$ cat config.mk
export PLATFORM = sky130hd
export DESIGN_NAME = hpsc_top
export DESIGN_NICKNAME = d
export VERILOG_FILES = /design/src/core/hpsc_pkg.sv /design/src/core/hpsc_top.sv
export SDC_FILE = /design/constraint.sdc
export NUM_CORES = 1
export LEC_CHECK = 0
export BUFFER_PORTS_ARGS = -buffer_cell sky130_fd_sc_hd__buf_2
export CELL_PAD_IN_SITES_DETAIL_PLACEMENT = 0
export CELL_PAD_IN_SITES_GLOBAL_PLACEMENT = 1
export CORE_MARGIN = 2
export CORE_UTILIZATION = 47
export DETAILED_ROUTE_END_ITERATION = 12
export PLACE_DENSITY_LB_ADDON = 0.08
export SYNTH_ARGS = -nofsm -noshare
export SYNTH_HDL_FRONTEND = slang
export SYNTH_SLANG_ARGS = --single-unit
$ cat constraint.sdc
create_clock -name CLK_SYS -period 3.1 [get_ports CLK_SYS]
set_input_delay 0.155 -clock CLK_SYS [delete_from_list [all_inputs] [get_ports CLK_SYS]]
set_output_delay 0.155 -clock CLK_SYS [all_outputs]
set_load 0.01 [all_outputs]
$ cat src/core/hpsc_pkg.sv
// Purpose: constants and types shared by the host power switch controller
// Assumes: 25 MHz system clock, 1/32 second base tick
// Notes: counts derived from times in their own units
package hpsc_pkg;

    // clock and tick base
    localparam int CLK_HZ = 25_000_000;
    localparam int TICKS_PER_S = 32;
    localparam int TICK_CYCLES_DEF = CLK_HZ / TICKS_PER_S;

    // hold and pulse times in milliseconds
    localparam int HOLD_LONG_MS = 4000;
    localparam int HOLD_SHORT_MS = 250;
    localparam int RST_PULSE_MS = 1000;
    localparam int EXT_HOLD_MS = 5000;
    localparam int MAX_HOLD_MS = 8000;

    // the same times as tick counts (least times round up)
    localparam logic [8:0] HOLD_LONG_TK =
        9'((HOLD_LONG_MS * TICKS_PER_S + 999) / 1000);
    localparam logic [8:0] HOLD_SHORT_TK =
        9'((HOLD_SHORT_MS * TICKS_PER_S + 999) / 1000);
    localparam logic [8:0] RST_PULSE_TK =
        9'((RST_PULSE_MS * TICKS_PER_S) / 1000);
    localparam logic [8:0] EXT_HOLD_TK =
        9'((EXT_HOLD_MS * TICKS_PER_S) / 1000);
    localparam logic [8:0] MAX_HOLD_TK =
        9'((MAX_HOLD_MS * TICKS_PER_S) / 1000);

    // packet types
    localparam logic [7:0] CMD_ATX = 8'h1C;
    localparam logic [7:0] RSP_ATX = 8'h5C;
    localparam logic [7:0] CMD_WDOG = 8'h1D;
    localparam logic [7:0] RSP_WDOG = 8'h5D;
    localparam logic [7:0] RSP_ERR = 8'hC0;

    // register byte offsets
    localparam logic [7:0] REG_CMD = 8'h00;
    localparam logic [7:0] REG_RESP = 8'h04;
    localparam logic [7:0] REG_STAT = 8'h08;
    localparam logic [7:0] REG_CTRL = 8'h0C;

    // function bitmask positions
    localparam int CFG_AUTO = 0;
    localparam int CFG_RINV = 1;
    localparam int CFG_PINV = 2;
    localparam int CFG_LEDS = 3;
    localparam int CFG_FOLLOW = 4;
    localparam int CFG_KRST = 5;
    localparam int CFG_KON = 6;
    localparam int CFG_KOFF = 7;

    // values after reset
    localparam logic [7:0] BOOT_CFG_RST = 8'h01;
    localparam logic [7:0] PLEN_HOLD = 8'hFF;

    // synchronised input positions
    localparam int IN_SENSE = 0;
    localparam int IN_CONF = 1;
    localparam int IN_CANC = 2;
    localparam int IN_RSTL = 3;
    localparam int IN_PWRL = 4;

    // message codes
    localparam logic [1:0] MSG_NONE = 2'h0;
    localparam logic [1:0] MSG_RESTART = 2'h1;
    localparam logic [1:0] MSG_PWR_ON = 2'h2;
    localparam logic [1:0] MSG_PWR_OFF = 2'h3;

    typedef enum logic [4:0] {
        ST_IDLE = 5'b00001,
        ST_RSTP = 5'b00010,
        ST_PONP = 5'b00100,
        ST_POFFP = 5'b01000,
        ST_POFFX = 5'b10000
    } hpsc_state_e;

    typedef struct packed {
        hpsc_state_e st;
        logic [4:0] s1;
        logic [4:0] s2;
        logic [4:0] s3;
        logic [4:0] stab;
        logic sense_prev;
        logic sense_at;
        logic [19:0] tick_cnt;
        logic tick;
        logic [7:0] cfg;
        logic [7:0] plen;
        logic [7:0] boot_cfg;
        logic [7:0] boot_plen;
        logic [7:0] wd_to;
        logic [7:0] wd_cnt;
        logic [4:0] wd_sub;
        logic [8:0] conf_cnt;
        logic [8:0] canc_cnt;
        logic [8:0] pcnt;
        logic rst_idle;
        logic pwr_idle;
        logic rst_lvl;
        logic pwr_lvl;
        logic rst_oe;
        logic pwr_oe;
        logic ack;
        logic [31:0] rdat;
        logic [7:0] resp_type;
        logic [1:0] resp_len;
        logic [7:0] resp_d0;
        logic [7:0] resp_d1;
        logic resp_vld;
        logic self_rst;
        logic blank;
        logic leds_off;
        logic [1:0] msg;
    } hpsc_regs_s;

endpackage : hpsc_pkg

$ cat src/core/hpsc_top.sv
// Purpose: host power and restart switch controller with host watchdog
// Assumes: classic Wishbone slave, one clock, asynchronous active-low reset
// Notes: commands arrive as packets written to the command register
//
// Chosen here: the Wishbone slave port and the address map.
`timescale 1ns/100ps
module hpsc_top
    import hpsc_pkg::*;
#(
    parameter int TICK_CYCLES = TICK_CYCLES_DEF
) (
    // clock and reset
    input wire logic CLK_SYS,
    input wire logic RST_N,
    // wishbone slave
    input wire logic [7:0] WB_ADR_I,
    input wire logic [31:0] WB_DAT_I,
    input wire logic [3:0] WB_SEL_I,
    input wire logic WB_WE_I,
    input wire logic WB_CYC_I,
    input wire logic WB_STB_I,
    output logic [31:0] WB_DAT_O,
    output logic WB_ACK_O,
    // host power sense and front keys
    input wire logic POWER_SENSE,
    input wire logic KEY_CONFIRM,
    input wire logic KEY_CANCEL,
    // restart line, open-drain style
    input wire logic RESTART_I,
    output logic RESTART_O,
    output logic RESTART_OE,
    // power control line, open-drain style
    input wire logic POWER_CTL_I,
    output logic POWER_CTL_O,
    output logic POWER_CTL_OE,
    // module side effects
    output logic DISPLAY_BLANK,
    output logic BACKLIGHT_OFF,
    output logic LEDS_OFF,
    output logic [1:0] MESSAGE,
    output logic SELF_RESTART
);

    hpsc_regs_s q;
    hpsc_regs_s n;
    logic sense;
    logic conf;
    logic canc;
    logic conf_long;
    logic conf_short;
    logic canc_long;
    logic plen_end;
    logic wd_fire;
    logic do_rst;
    logic req;
    logic cmd_ok;
    logic [7:0] c_type;
    logic [1:0] c_len;
    logic [7:0] c_d0;
    logic [7:0] c_d1;
    logic [4:0] agree;

    // next-state logic for the whole block
    always_comb begin
        n = q;
        do_rst = 1'b0;
        n.ack = 1'b0;
        n.self_rst = 1'b0;
        n.tick = 1'b0;
        // three-stage synchronisers, value taken once stages 2 and 3 agree
        n.s1 = {POWER_CTL_I, RESTART_I, KEY_CANCEL, KEY_CONFIRM, POWER_SENSE};
        n.s2 = q.s1;
        n.s3 = q.s2;
        agree = q.s2 ~^ q.s3;
        n.stab = (agree & q.s3) | (~agree & q.stab);
        sense = q.stab[IN_SENSE];
        conf = q.stab[IN_CONF];
        canc = q.stab[IN_CANC];
        n.sense_prev = sense;
        // base tick of 1/32 second
        if (q.tick_cnt == 20'(TICK_CYCLES - 1)) begin
            n.tick_cnt = 20'h00000;
            n.tick = 1'b1;
        end else begin
            n.tick_cnt = q.tick_cnt + 20'h00001;
        end
        // idle level of each line, learned while not driving
        if (!q.rst_oe) begin
            n.rst_idle = q.stab[IN_RSTL];
        end
        if (!q.pwr_oe) begin
            n.pwr_idle = q.stab[IN_PWRL];
        end
        // key hold timers, cleared on release
        if (!conf) begin
            n.conf_cnt = 9'h000;
        end else if (q.tick && q.conf_cnt != 9'h1FF) begin
            n.conf_cnt = q.conf_cnt + 9'h001;
        end
        if (!canc) begin
            n.canc_cnt = 9'h000;
        end else if (q.tick && q.canc_cnt != 9'h1FF) begin
            n.canc_cnt = q.canc_cnt + 9'h001;
        end
        conf_long = q.tick && conf && q.conf_cnt == HOLD_LONG_TK - 9'h001;
        conf_short = q.tick && conf && q.conf_cnt == HOLD_SHORT_TK - 9'h001;
        canc_long = q.tick && canc && q.canc_cnt == HOLD_LONG_TK - 9'h001;
        // pulse length counter
        if (q.tick && q.pcnt != 9'h1FF) begin
            n.pcnt = q.pcnt + 9'h001;
        end
        // configured power pulse end; code 255 waits for sense or 8 s
        if (q.plen == PLEN_HOLD) begin
            plen_end = sense != q.sense_at || q.pcnt == MAX_HOLD_TK;
        end else begin
            plen_end = q.pcnt >= {1'b0, q.plen};
        end
        // watchdog countdown in whole seconds
        wd_fire = q.wd_to != 8'h00 && q.wd_cnt == 8'h00;
        if (q.wd_to != 8'h00 && q.wd_cnt != 8'h00 && q.tick) begin
            n.wd_sub = q.wd_sub + 5'h01;
            if (q.wd_sub == 5'h1F) begin
                n.wd_cnt = q.wd_cnt - 8'h01;
            end
        end
        // pulse sequencer
        unique case (q.st)
            ST_IDLE: begin
                if (q.cfg[CFG_FOLLOW] && sense && !q.sense_prev) begin
                    do_rst = 1'b1;
                end else if (wd_fire) begin
                    n.st = ST_RSTP;
                    n.pcnt = 9'h000;
                end else if (q.cfg[CFG_KRST] && sense && conf_long) begin
                    n.st = ST_RSTP;
                    n.pcnt = 9'h000;
                end else if (q.cfg[CFG_KON] && !sense && conf_short) begin
                    n.st = ST_PONP;
                    n.pcnt = 9'h000;
                    n.sense_at = sense;
                end else if (q.cfg[CFG_KOFF] && sense && canc_long) begin
                    n.st = ST_POFFP;
                    n.pcnt = 9'h000;
                    n.sense_at = sense;
                end
            end
            ST_RSTP: begin
                if (q.pcnt == RST_PULSE_TK) begin
                    do_rst = 1'b1;
                end
            end
            ST_PONP: begin
                if (plen_end) begin
                    do_rst = 1'b1;
                end
            end
            ST_POFFP: begin
                if (plen_end && canc) begin
                    n.st = ST_POFFX;
                    n.pcnt = 9'h000;
                end else if (plen_end) begin
                    n.st = ST_IDLE;
                end
            end
            ST_POFFX: begin
                if (!canc || q.pcnt == EXT_HOLD_TK) begin
                    n.st = ST_IDLE;
                end
            end
        endcase
        // wishbone slave, one wait state then a one-cycle ack
        req = WB_CYC_I && WB_STB_I && !q.ack;
        n.ack = req;
        c_type = WB_DAT_I[7:0];
        c_len = WB_DAT_I[9:8];
        c_d0 = WB_DAT_I[23:16];
        c_d1 = WB_DAT_I[31:24];
        cmd_ok = req && WB_WE_I && WB_ADR_I == REG_CMD
            && WB_SEL_I == 4'hF && q.st != ST_RSTP;
        if (req && !WB_WE_I) begin
            unique case (WB_ADR_I)
                REG_RESP: begin
                    n.rdat = {q.resp_d1, q.resp_d0, 5'h00, q.resp_vld,
                        q.resp_len, q.resp_type};
                    n.resp_vld = 1'b0;
                end
                REG_STAT: begin
                    n.rdat = {16'h0000, q.wd_cnt, canc, conf, sense, q.st};
                end
                default: begin
                    n.rdat = 32'h00000000;
                end
            endcase
        end
        if (req && WB_WE_I && WB_ADR_I == REG_CTRL && WB_SEL_I[0]
            && WB_DAT_I[0]) begin
            n.boot_cfg = q.cfg;
            n.boot_plen = q.plen;
        end
        // command interpreter
        if (cmd_ok) begin
            n.resp_vld = 1'b1;
            n.resp_len = 2'h0;
            n.resp_d0 = 8'h00;
            n.resp_d1 = 8'h00;
            if (c_type == CMD_ATX && c_len == 2'h0) begin
                n.resp_type = RSP_ATX;
                n.resp_len = 2'h2;
                n.resp_d0 = q.cfg;
                n.resp_d1 = q.plen;
            end else if (c_type == CMD_ATX && c_len != 2'h3) begin
                n.resp_type = RSP_ATX;
                n.cfg = c_d0;
                if (c_len == 2'h2) begin
                    n.plen = c_d1;
                end
            end else if (c_type == CMD_WDOG && c_len == 2'h0) begin
                n.resp_type = RSP_WDOG;
                n.resp_len = 2'h1;
                n.resp_d0 = q.wd_to;
            end else if (c_type == CMD_WDOG && c_len == 2'h1) begin
                n.resp_type = RSP_WDOG;
                n.wd_to = c_d0;
                n.wd_cnt = c_d0;
                n.wd_sub = 5'h00;
            end else begin
                n.resp_type = RSP_ERR | {2'h0, c_type[5:0]};
            end
        end
        // full restart, as on first power-up
        if (do_rst) begin
            n.st = ST_IDLE;
            n.cfg = q.boot_cfg;
            n.plen = q.boot_plen;
            n.wd_to = 8'h00;
            n.wd_cnt = 8'h00;
            n.wd_sub = 5'h00;
            n.resp_vld = 1'b0;
            n.self_rst = 1'b1;
        end
        // line drive follows the sequencer state
        n.rst_oe = n.st == ST_RSTP;
        n.pwr_oe = n.st == ST_PONP || n.st == ST_POFFP
            || n.st == ST_POFFX;
        n.rst_lvl = q.cfg[CFG_AUTO] ? !q.rst_idle : q.cfg[CFG_RINV];
        n.pwr_lvl = q.cfg[CFG_AUTO] ? !q.pwr_idle : q.cfg[CFG_PINV];
        // display and led blanking while the host is off
        n.blank = n.cfg[CFG_FOLLOW] && !sense;
        n.leds_off = n.cfg[CFG_FOLLOW] && n.cfg[CFG_LEDS] && !sense;
        // message shown during each pulse
        unique case (n.st)
            ST_RSTP: n.msg = MSG_RESTART;
            ST_PONP: n.msg = MSG_PWR_ON;
            ST_POFFP, ST_POFFX: n.msg = MSG_PWR_OFF;
            default: n.msg = MSG_NONE;
        endcase
    end

    // state register
    always_ff @(posedge CLK_SYS or negedge RST_N) begin
        if (!RST_N) begin
            q <= '0;
            q.st <= ST_IDLE;
            q.cfg <= BOOT_CFG_RST;
            q.boot_cfg <= BOOT_CFG_RST;
            q.plen <= PLEN_HOLD;
            q.boot_plen <= PLEN_HOLD;
        end else begin
            q <= n;
        end
    end

    // outputs straight from the state register
    assign WB_DAT_O = q.rdat;
    assign WB_ACK_O = q.ack;
    assign RESTART_O = q.rst_lvl;
    assign RESTART_OE = q.rst_oe;
    assign POWER_CTL_O = q.pwr_lvl;
    assign POWER_CTL_OE = q.pwr_oe;
    assign DISPLAY_BLANK = q.blank;
    assign BACKLIGHT_OFF = q.blank;
    assign LEDS_OFF = q.leds_off;
    assign MESSAGE = q.msg;
    assign SELF_RESTART = q.self_rst;

    // lines float whenever no pulse runs
    property p_idle_float;
        @(posedge CLK_SYS) disable iff (!RST_N)
        q.st == ST_IDLE |-> !RESTART_OE && !POWER_CTL_OE;
    endproperty
    a_idle_float: assert property (p_idle_float)
        else $error("line driven while idle");

    // fixed polarity drives the power line at the configured level
    property p_pol;
        @(posedge CLK_SYS) disable iff (!RST_N)
        $rose(POWER_CTL_OE) && !$past(q.cfg[CFG_AUTO])
            |-> POWER_CTL_O == $past(q.cfg[CFG_PINV]);
    endproperty
    a_pol: assert property (p_pol)
        else $error("power line at wrong level");

    // restart pulse never drops in its first cycles
    property p_rst_len;
        @(posedge CLK_SYS) disable iff (!RST_N)
        $rose(RESTART_OE) |-> RESTART_OE [*8];
    endproperty
    a_rst_len: assert property (p_rst_len)
        else $error("restart pulse shape wrong");

    // pulse counter at one second ends the pulse and restarts
    property p_rst_end;
        @(posedge CLK_SYS) disable iff (!RST_N)
        q.st == ST_RSTP && q.pcnt == RST_PULSE_TK
            |=> SELF_RESTART && !RESTART_OE;
    endproperty
    a_rst_end: assert property (p_rst_end)
        else $error("restart pulse did not end at one second");

    // no answer appears during a restart pulse
    property p_no_cmd;
        @(posedge CLK_SYS) disable iff (!RST_N)
        q.st == ST_RSTP && !q.resp_vld |=> !q.resp_vld;
    endproperty
    a_no_cmd: assert property (p_no_cmd)
        else $error("command served during restart");

    // extension never passes five seconds
    property p_ext;
        @(posedge CLK_SYS) disable iff (!RST_N)
        q.st == ST_POFFX |-> q.pcnt <= EXT_HOLD_TK;
    endproperty
    a_ext: assert property (p_ext)
        else $error("power off extension too long");

    // leds go dark only with follow-host
    property p_leds;
        @(posedge CLK_SYS) disable iff (!RST_N)
        LEDS_OFF |-> DISPLAY_BLANK && q.cfg[CFG_FOLLOW];
    endproperty
    a_leds: assert property (p_leds)
        else $error("leds off without follow host");

    // hold mode never passes eight seconds
    property p_hold_max;
        @(posedge CLK_SYS) disable iff (!RST_N)
        q.st == ST_PONP && q.plen == PLEN_HOLD |-> q.pcnt <= MAX_HOLD_TK;
    endproperty
    a_hold_max: assert property (p_hold_max)
        else $error("hold pulse exceeded limit");

    // watchdog off after every self restart
    property p_wd_off;
        @(posedge CLK_SYS) disable iff (!RST_N)
        SELF_RESTART |-> q.wd_to == 8'h00 && q.st == ST_IDLE;
    endproperty
    a_wd_off: assert property (p_wd_off)
        else $error("watchdog survived restart");

    // tick is a single-cycle pulse
    property p_tick;
        @(posedge CLK_SYS) disable iff (!RST_N)
        q.tick |=> !q.tick;
    endproperty
    a_tick: assert property (p_tick)
        else $error("tick longer than one cycle");

    // released key clears hold timer
    property p_hold_clr;
        @(posedge CLK_SYS) disable iff (!RST_N)
        !q.stab[IN_CONF] |=> q.conf_cnt == 9'h000;
    endproperty
    a_hold_clr: assert property (p_hold_clr)
        else $error("hold timer kept after release");

endmodule : hpsc_top

==> results.cfg, run 1 <==
[cts]
clk_pin_slew_ns = 0.07
cts_sinks = 199
insertion_delay_ns = 0.43
clockBufferDepth = 2
htreeDepth = 4
cts_root_buffer = clkbuf_16
cts_setup_buffers = 0
cts_buffers = 17
cts_tree = built

[pwr]
p_leak_nw = 5.054
powerDensity_nw_per_um2 = 491.1
vdd_drop_max_mv = 0.4128

[detailed_routing]
drcViolationCount = 0
vias_per_cell = 5.519
avgRoutedWirePerCell_um = 17.19
drt.antenna.violating_nets = 0
wl_um = 19750
drtIter0Drc = 428
num_vias = 6341
firstDrtPassIters = 6

[setup_path]
cp_max_fo = 46
required_ns = 3.38
worstPathArrival_ns = 3.22
start_kind = flop
critPathKind = reg2reg
cp-end-kind = flop

[synth]
ys_ff_latch = 199
synth_flop_cell = dfrtp_1
synth.distinct_cells = 55
syn_avg_cell_area_um2 = 10.84
synthCells = 830
synth_edf_count = 0
syn_nets = 904
syn_area_um2 = 8994
synth-async-reset-ratio_pct = 100.0
seq_area_frac_synth_pct = 55.63
yosys_warnings = 0

[placed_design]
dp_hpwl_um = 13950
placed_cells = 1104
dpl_cell_area_um2 = 9538
portBuffers = 90
gp_congestion = 0.8219

[global_route]
grt.total_usage_pct = 20.47
antenna_found_initial = 0
grt_pass1_wl_um = 32430
globalRoute.totalOverflow = 0
grt_max_degree = 102
grt_pass1_vias = 6246

[layout]
drive_gt1_share_pct = 20.55
final_util_pct = 54.69
layout_commonest_cell = dfrtp_1
stdcell_area_um2 = 10260
nets = 976
area_growth_pct = 14.12
antennaDiodeCount = 0
finalNonFillerCells = 1149
layout_common_cells = dfrtp_1, nand2_1, buf_2

[timing]
setup_tns_ns = 0
hold_viol_final = 0
worst_clock_skew_ns = 0.01112
max_slew_margin_pct = 43.55
finalSetupViolCount = 0
worst_slew_pin_slew_ns = 0.8467
rsz0062_at_grt = no
fin_crit_sh_pct = 94.54
final.min_clock_period_ns = 2.931
fmax_mhz = 341.2
drv_slew = 0

[outcome]
status = finished, final reports clean

[floorplanning]
start_util_pct = 47.92
io_pins = 97
die_h_um = 142.3
coreArea_um2 = 18770
dieArea_um2 = 20260
die_w_um = 142.3
rows = 50

[job]
cap_violations = 0

[worst_hold_path]
min_path_type = in2reg
[repair_timing]
item                                    in CTS  in global routing
endpoints found under the setup margin       0                  9
hold buffers                                13                  0
resized for setup                            0                  1
endpoints found under the hold margin      108                  0
[critical path, stage by stage (launching register included)]
cell and delay (ns):
dfstp_2 0.57, inv_1 0.07, ha_1 0.29, a21o_1 0.16
a2111o_1 0.39, o31ai_1 0.27, buf_4 0.18, o211a_2 0.28
inv_1 0.08, buf_4 0.28, nand2_1 0.11, o21ai_0 0.08
[synthesized netlist by cell type (all sizes together), types with 7 or more instances]
library cell	count	area share, %
o21ai	33	1.9
dfrtp	180	50
a211oi	9	0.75
a222oi	11	1.2
nand3	20	1.1
nor2b	9	0.63
ha	20	2.8
nor3	12	0.72
nor2	66	2.8
or4	7	0.63
and2	8	0.56
inv	34	1.4
nand4	22	1.5
dfstp	19	5.6
clkbuf	33	1.4
mux2i	21	2.3
xnor2	23	2.2
nor4	8	0.72
buf	38	3.1
mux2	18	2.3
a22oi	8	0.67
a21oi	24	1.3
or3	11	0.77
a22o	29	2.8
xor2	22	2.1
nand2	89	3.7
and3	12	0.83
[layer usage]
| layer | GRT usage [%] | share of wire, % | vias to the layer above |
|---|---|---|---|
| li1 | - | - | 3022 |
| met4 | 6.566 | 1.6 | 0 |
| met3 | 3.264 | 4.0 | 20 |
| met5 | 0 | 0 | - |
| met2 | 31.60 | 46 | 172 |
| met1 | 29.86 | 49 | 3127 |
[power breakdown]
group	internal, mW	total, mW	switching (mW)	leakage (nW)
registers	2.62	2.64	0.0155	2.57
clock network	1.26	2.23	0.966	0.281
logic	0.0655	0.174	0.108	2.20
total	3.95	5.04	1.09	5.05
[cell type report]
class / instances / area [um^2]
clock buffer: 23 / 478.0
clock inverter: 9 / 117.6
fill: 1631 / 8504
inverter: 34 / 127.6
multi-input combinational: 526 / 3472
sequential: 199 / 5004
tap: 234 / 292.8
timing repair buffer: 124 / 772.0
[sequential cells by signal, summed over array words and instances, names as in the netlist, named ones only]
signal / count
RESTART_O: 1
WB_DAT_O: 32
RESTART_OE: 1
MESSAGE: 2
POWER_CTL_OE: 1
SELF_RESTART: 1
BACKLIGHT_OFF: 1
q: 142
POWER_CTL_O: 1
n: 10
WB_ACK_O: 1
LEDS_OFF: 1
[cell families (layout without fill, tap and decap cells)]
group                      Yosys count  count (layout)  share of synthesized area [%]
and+or+nand+nor                    283             283                          15.60
DFF                                199             199                          55.63
AOI/OAI and AO/OA                  134             134                          10.49
buffers and inverters              105             190                          5.885
xor gates and xnor gates            45              45                          4.382
muxes                               39              39                          4.674
adders and majority gates           25              25                          3.339
[path summary, 6_finish.rpt]
path                                   start            to  slack [ns]  depth (start not counted)
worst max-delay path                  q[141]        q[144]        0.17                         11
worst min-delay path            WB_DAT_I[16]        q[111]        0.02                          3
worst max register to register        q[141]        q[144]        0.17                         11
worst min register to register        n[186]        n[181]        0.35                          0
max in group asynchronous              RST_N        q[135]        1.88                          3
min in group asynchronous              RST_N  WB_DAT_O[11]        0.36                          2
[metrics by stage]
step,setup WS [ns],total power [mW],hold slack [ns]
final,0.1692,5.041,0.01934
after global routing,0.001570,5.235,0.01171
after CTS,0.1300,5.108,0.0003879
after detailed placement,0.1769,2.854,0.2647
after global placement,0.1928,2.849,0.2644
after floorplan,0.3200,2.725,-0.1406
Power figures use the tool's default switching activity.
==> run 2: changes to the inputs <==
- ABC_AREA: default -> 1
- CORE_UTILIZATION: 47 -> 40
==> run 2 against run 1 <==
Compared with the run above: synthesized cell count rose by 38%; fmax rose by 9.3%; sequential power barely moved; clock power rose by 6%; clock skew rose by 0.0032 ns; critical endpoint is now q[141]; clock-buffer cell count fell by 5.
==> results.cfg, run 2 <==
[synth]
synth.distinct_cells = 54
synth_top_cell_area_share_pct = 45.51
synthTopCellsByArea = dfrtp_1, nand2_1, inv_1
syn_nets = 1217
yosys_warnings = 0
seq_area_frac_synth_pct = 50.55
syn_avg_cell_area_um2 = 8.660
netlist_top_cells_count = nand2_1, dfrtp_1, inv_1
synth-async-reset-ratio_pct = 100.0
yosysTopAreaCell = dfrtp_1
synth_edf_count = 0
synth_flop_cell = dfrtp_1
synthCells = 1143
ys_ff_latch = 199
syn_area_um2 = 9898
synth_most_common_cell = nand2_1

[cts]
cts_sinks = 199
clk_pin_slew_ns = 0.08
ctsHoldBuffers = 12
cts_tree = built
insertion_delay_ns = 0.44
cts_setup_buffers = 0
cts_buffers = 17
cts_resized = 0
cts_root_buffer = clkbuf_16
htreeDepth = 4
clockBufferDepth = 2

[detailed_routing]
drtIter0Drc = 548
wl_um = 23580
avgRoutedWirePerCell_um = 15.20
firstDrtPassIters = 5
vias_per_cell = 4.812
num_vias = 7464
drcViolationCount = 0
drt.antenna.violating_nets = 0

[outcome]
status = finished, final reports clean

[setup_path]
critPathKind = reg2reg
required_ns = 3.46
cp_max_fo = 36
worstPathArrival_ns = 3.04
start_kind = flop
cp-end-kind = flop

[placed_design]
dp_hpwl_um = 17140
portBuffers = 90
gp_congestion = 0.8500

[timing]
hold_viol_final = 0
final.min_clock_period_ns = 2.680
finalSetupViolCount = 0
max_slew_margin_pct = 45.23
setup_tns_ns = 0
fmax_mhz = 373.1
rsz0062_at_grt = no
drv_slew = 0
worst_slew_pin_slew_ns = 0.8216
worst_clock_skew_ns = 0.01434
fin_crit_sh_pct = 86.47

[pwr]
p_leak_nw = 5.534
powerDensity_nw_per_um2 = 463.6
vdd_drop_max_mv = 0.3134

[global_route]
antenna_found_initial = 0
grt_util_met2_pct = 29.37
grt_pass1_vias = 7195
grt_use_met3_pct = 3.184
grt_pass1_wl_um = 38780
grt_use_met1_pct = 27.89
grt.total_usage_pct = 19.01
globalRoute.totalOverflow = 0
busiest_layer = met2
grt_max_degree = 94

[layout]
layout_common_cells = nand2_1, dfrtp_1, inv_1
top_register = q
layout_commonest_cell = nand2_1
drive_gt1_share_pct = 17.52
final_util_pct = 46.05
area_growth_pct = 13.15
largest_reg_flops = 142
nets = 1288
antennaDiodeCount = 0

[floorplanning]
die_h_um = 161.3
io_pins = 97
start_util_pct = 40.70
rows = 57
dieArea_um2 = 26020
die_w_um = 161.3
coreArea_um2 = 24320

[worst_hold_path]
min_path_type = in2reg

[job]
cap_violations = 0
## run 2: layout make-up
type / count / area [um^2]
fillers: 2457 / 13120
flip-flops and latches: 199 / 5004
multi-input cells: 706 / 3817
repair buffers: 113 / 686.9
inverters: 177 / 666.9
clock buffers: 18 / 429.2
well taps: 324 / 405.4
clock inverters: 14 / 190.2
## run 2: metal layers
metal | wire length, um | vias up | share of wire, %
met4 | 252 | 0 | 1.1
li1 | - | 3801 | -
met5 | 0 | - | 0
met1 | 12130 | 3539 | 51
met2 | 10530 | 112 | 45
met3 | 662 | 12 | 2.8
## run 2: path summary, 6_finish.rpt
path | to | cells past startpoint | slack [ns] | from
max | q[141] | 15 | 0.42 | q[139]
min | q[29] | 3 | 0.02 | WB_DAT_I[5]
max reg2reg | q[141] | 15 | 0.42 | q[139]
min reg2reg | n[181] | 0 | 0.35 | n[186]
max in group asynchronous | q[136] | 3 | 1.88 | RST_N
min in group asynchronous | q[30] | 2 | 0.33 | RST_N
## run 2: worst max-delay path, cell delays in order (launching register included)
cell	delay [ns]
dfstp_2	0.56
inv_1	0.08
ha_1	0.30
nand2_1	0.09
nor2_1	0.06
nand2_1	0.06
nand2_1	0.05
nor2_1	0.08
nand2_1	0.12
nand3_2	0.12
nand2_4	0.18
inv_4	0.36
o21ai_2	0.14
inv_2	0.24
nand2_1	0.08
o21ai_1	0.09
## run 2: cell families after synthesis
logic type                 share of synthesized area (%)
adders and majority gates                          3.034
buffers and inverters                              10.88
xor gates and xnor gates                           1.947
DFF                                                50.55
AOI/OAI and AO/OA                                  10.97
and+or+nand+nor                                    22.18
muxes                                             0.4298
## run 2: power by group
| group | switching [mW] | internal (mW) | leakage, nW |
|---|---|---|---|
| registers | 0.0232 | 2.62 | 2.43 |
| clock network | 1.07 | 1.30 | 0.303 |
| logic | 0.116 | 0.0629 | 2.80 |
## run 2: metrics by stage
step / cells / power [mW] / setup WS, ns / hold slack (ns) / instance area, um^2
after floorplan: 1143 / 2.744 / 1.063 / -0.1406 / 9898
after global placement: 1507 / 2.868 / 0.4522 / 0.2626 / 10460
after detailed placement: 1507 / 2.869 / 0.4228 / 0.2643 / 10460
after CTS: 1551 / 5.256 / 0.3877 / 0.009988 / 11200
after global routing: 1551 / 5.393 / 0.06690 / 0.01255 / 11200
final: 1551 / 5.192 / 0.4196 / 0.02376 / 11200
==> run 3: changes to the inputs <==
- ABC_AREA: 1 -> 0
==> run 3 against run 2 <==
Compared with the run above: fmax is 6.2% lower; cell count decreased by 23%; utilization grew 0.85 points; die area shrank 8.9%; largest cell class unchanged; via count is 16% lower; flip-flop and latch count unchanged; clock skew fell by 0.0069 ns; sequential share of layout area is 3.9 points higher; global-route usage fell by 1.1 points; register-to-register slack lost 0.18 ns.
==> results.cfg, run 3 (synthesized netlist as in run 1, its figures left out) <==
[layout]
antennaDiodeCount = 0
area_growth_pct = 14.52
top_register = q
layout_commonest_cell = dfrtp_1
nets = 971
largest_reg_flops = 142
layout_common_cells = dfrtp_1, nand2_1, buf_2
drive_gt1_share_pct = 20.44

[cts]
cts_tree = built
cts_sinks = 199
cts_setup_buffers = 0
clk_pin_slew_ns = 0.07
insertion_delay_ns = 0.43
htreeDepth = 4
clockBufferDepth = 2
cts_root_buffer = clkbuf_16
cts_buffers = 17

[global_route]
grt_pass1_vias = 6289
grt_max_degree = 69
grt_pass1_wl_um = 33600
grt.total_usage_pct = 17.95
globalRoute.totalOverflow = 0
antenna_found_initial = 0

[timing]
max_slew_margin_pct = 51.47
rsz0062_at_grt = no
final.min_clock_period_ns = 2.857
hold_viol_final = 0
worst_slew_pin_slew_ns = 0.7279
fin_crit_sh_pct = 92.16
layout_setup_ws_ns = 0.2430
setup_tns_ns = 0
worst_clock_skew_ns = 0.007410
fmax_mhz = 350.0
finalSetupViolCount = 0
drv_slew = 0

[placed_design]
dp_hpwl_um = 14700
dp_slack_ns = 0.1871
portBuffers = 90
gp_congestion = 0.8314

[setup_path]
reg2reg_depth = 7
cp.buffers_inverters = 0
required_ns = 3.45
path_delay_family = simple AND/OR/NAND/NOR gates
worstPathArrival_ns = 3.21
crit_chain = or4_1 > or3_1 > o21ai_2 > a21oi_1 > or3_1 > or3_1 > a21oi_1
reg2reg_slack_ns = 0.24
start_kind = flop
slowest_stage = or4_1
path_common_cell = or3_1
slowest_delay_ns = 0.55
cp-end-kind = flop
cp_max_fo = 6
critPathKind = reg2reg
crit_cells = 7

[detailed_routing]
firstDrtPassIters = 5
wl_um = 20460
drcViolationCount = 0
vias_per_cell = 5.238
avgRoutedWirePerCell_um = 17.19
num_vias = 6233
drtIter0Drc = 392
drt.antenna.violating_nets = 0

[job]
cap_violations = 0

[floorplanning]
io_pins = 97
start_util_pct = 40.96
die_h_um = 153.9
dieArea_um2 = 23700
rows = 54
die_w_um = 153.9
coreArea_um2 = 21960

[worst_hold_path]
whs_path_depth = 3
min_path_type = in2reg

[outcome]
status = finished, final reports clean

[pwr]
fin_total_pwr_mw = 5.153
powerDensity_nw_per_um2 = 500.3
p_leak_nw = 5.052
vdd_drop_max_mv = 0.3209
run 3: cell types whose count changed in the layout (fill, tap and decap cells not counted), sizes merged, moves of 20 or more:
cell,before,now
xnor2,3,23
o21ai,114,33
a22o,0,29
nand3,66,20
o221ai,20,0
nor2,101,66
nand2,243,89
inv,182,41
run 3: area by class of cell:
class	instances	area (um^2)
clock buffer	18	439.2
tap	280	350.3
inverter	34	127.6
fill	2036	11660
timing repair buffer	119	723.2
clock inverter	14	183.9
multi-input combinational	526	3472
sequential	199	5004
run 3: path summary, 6_finish.rpt:
kind	startpoint	endpoint
max in group asynchronous	RST_N	q[126]
hold / removal	WB_DAT_I[19]	q[114]
hold reg to reg	n[184]	n[179]
setup reg to reg	q[106]	MESSAGE[0]
setup / recovery	q[106]	MESSAGE[0]
min in group asynchronous	RST_N	WB_DAT_O[10]
run 3: routing by layer:
layer / up-vias / GRT usage [%] / wire length, um
met1: 3095 / 25.82 / 10150
met3: 17 / 3.016 / 712
met4: 0 / 5.207 / 231
met5: - / 0 / 0
li1: 3014 / - / -
met2: 107 / 28.02 / 9362
run 3: power breakdown:
group          switching, mW  internal [mW]  leakage (nW)
Sequential            0.0176           2.62          2.57
Clock                   1.03           1.32         0.305
Combinational          0.104         0.0608          2.17
Total                   1.15           4.00          5.05
run 3: tightest hold or removal path, delay by kind of cell:
family                 cells  cell delay [ns]
buffers and inverters      1             0.13
AND/OR/NAND/NOR            1             0.06
AO/OA/AOI/OAI              1             0.05
run 3: timing repair:
action	in CTS	in global routing
hold endpoints to repair	74	0
resized for setup	0	1
endpoints found under the setup margin	0	4
hold buffers	12	0
run 3: per-stage QoR:
step / std cells / instance area [um^2] / hold WS, ns / util [%]
CTS: 1190 / 10300 / 0.00002925 / 46.89
detailed placement: 1146 / 9553 / 0.1942 / 43.50
floorplan: 830 / 8994 / -0.1406 / -
global route: 1190 / 10300 / 0.005204 / 46.91
global placement: 1146 / 9553 / 0.1927 / 43.50
finish: 1190 / 10300 / 0.01497 / 46.91
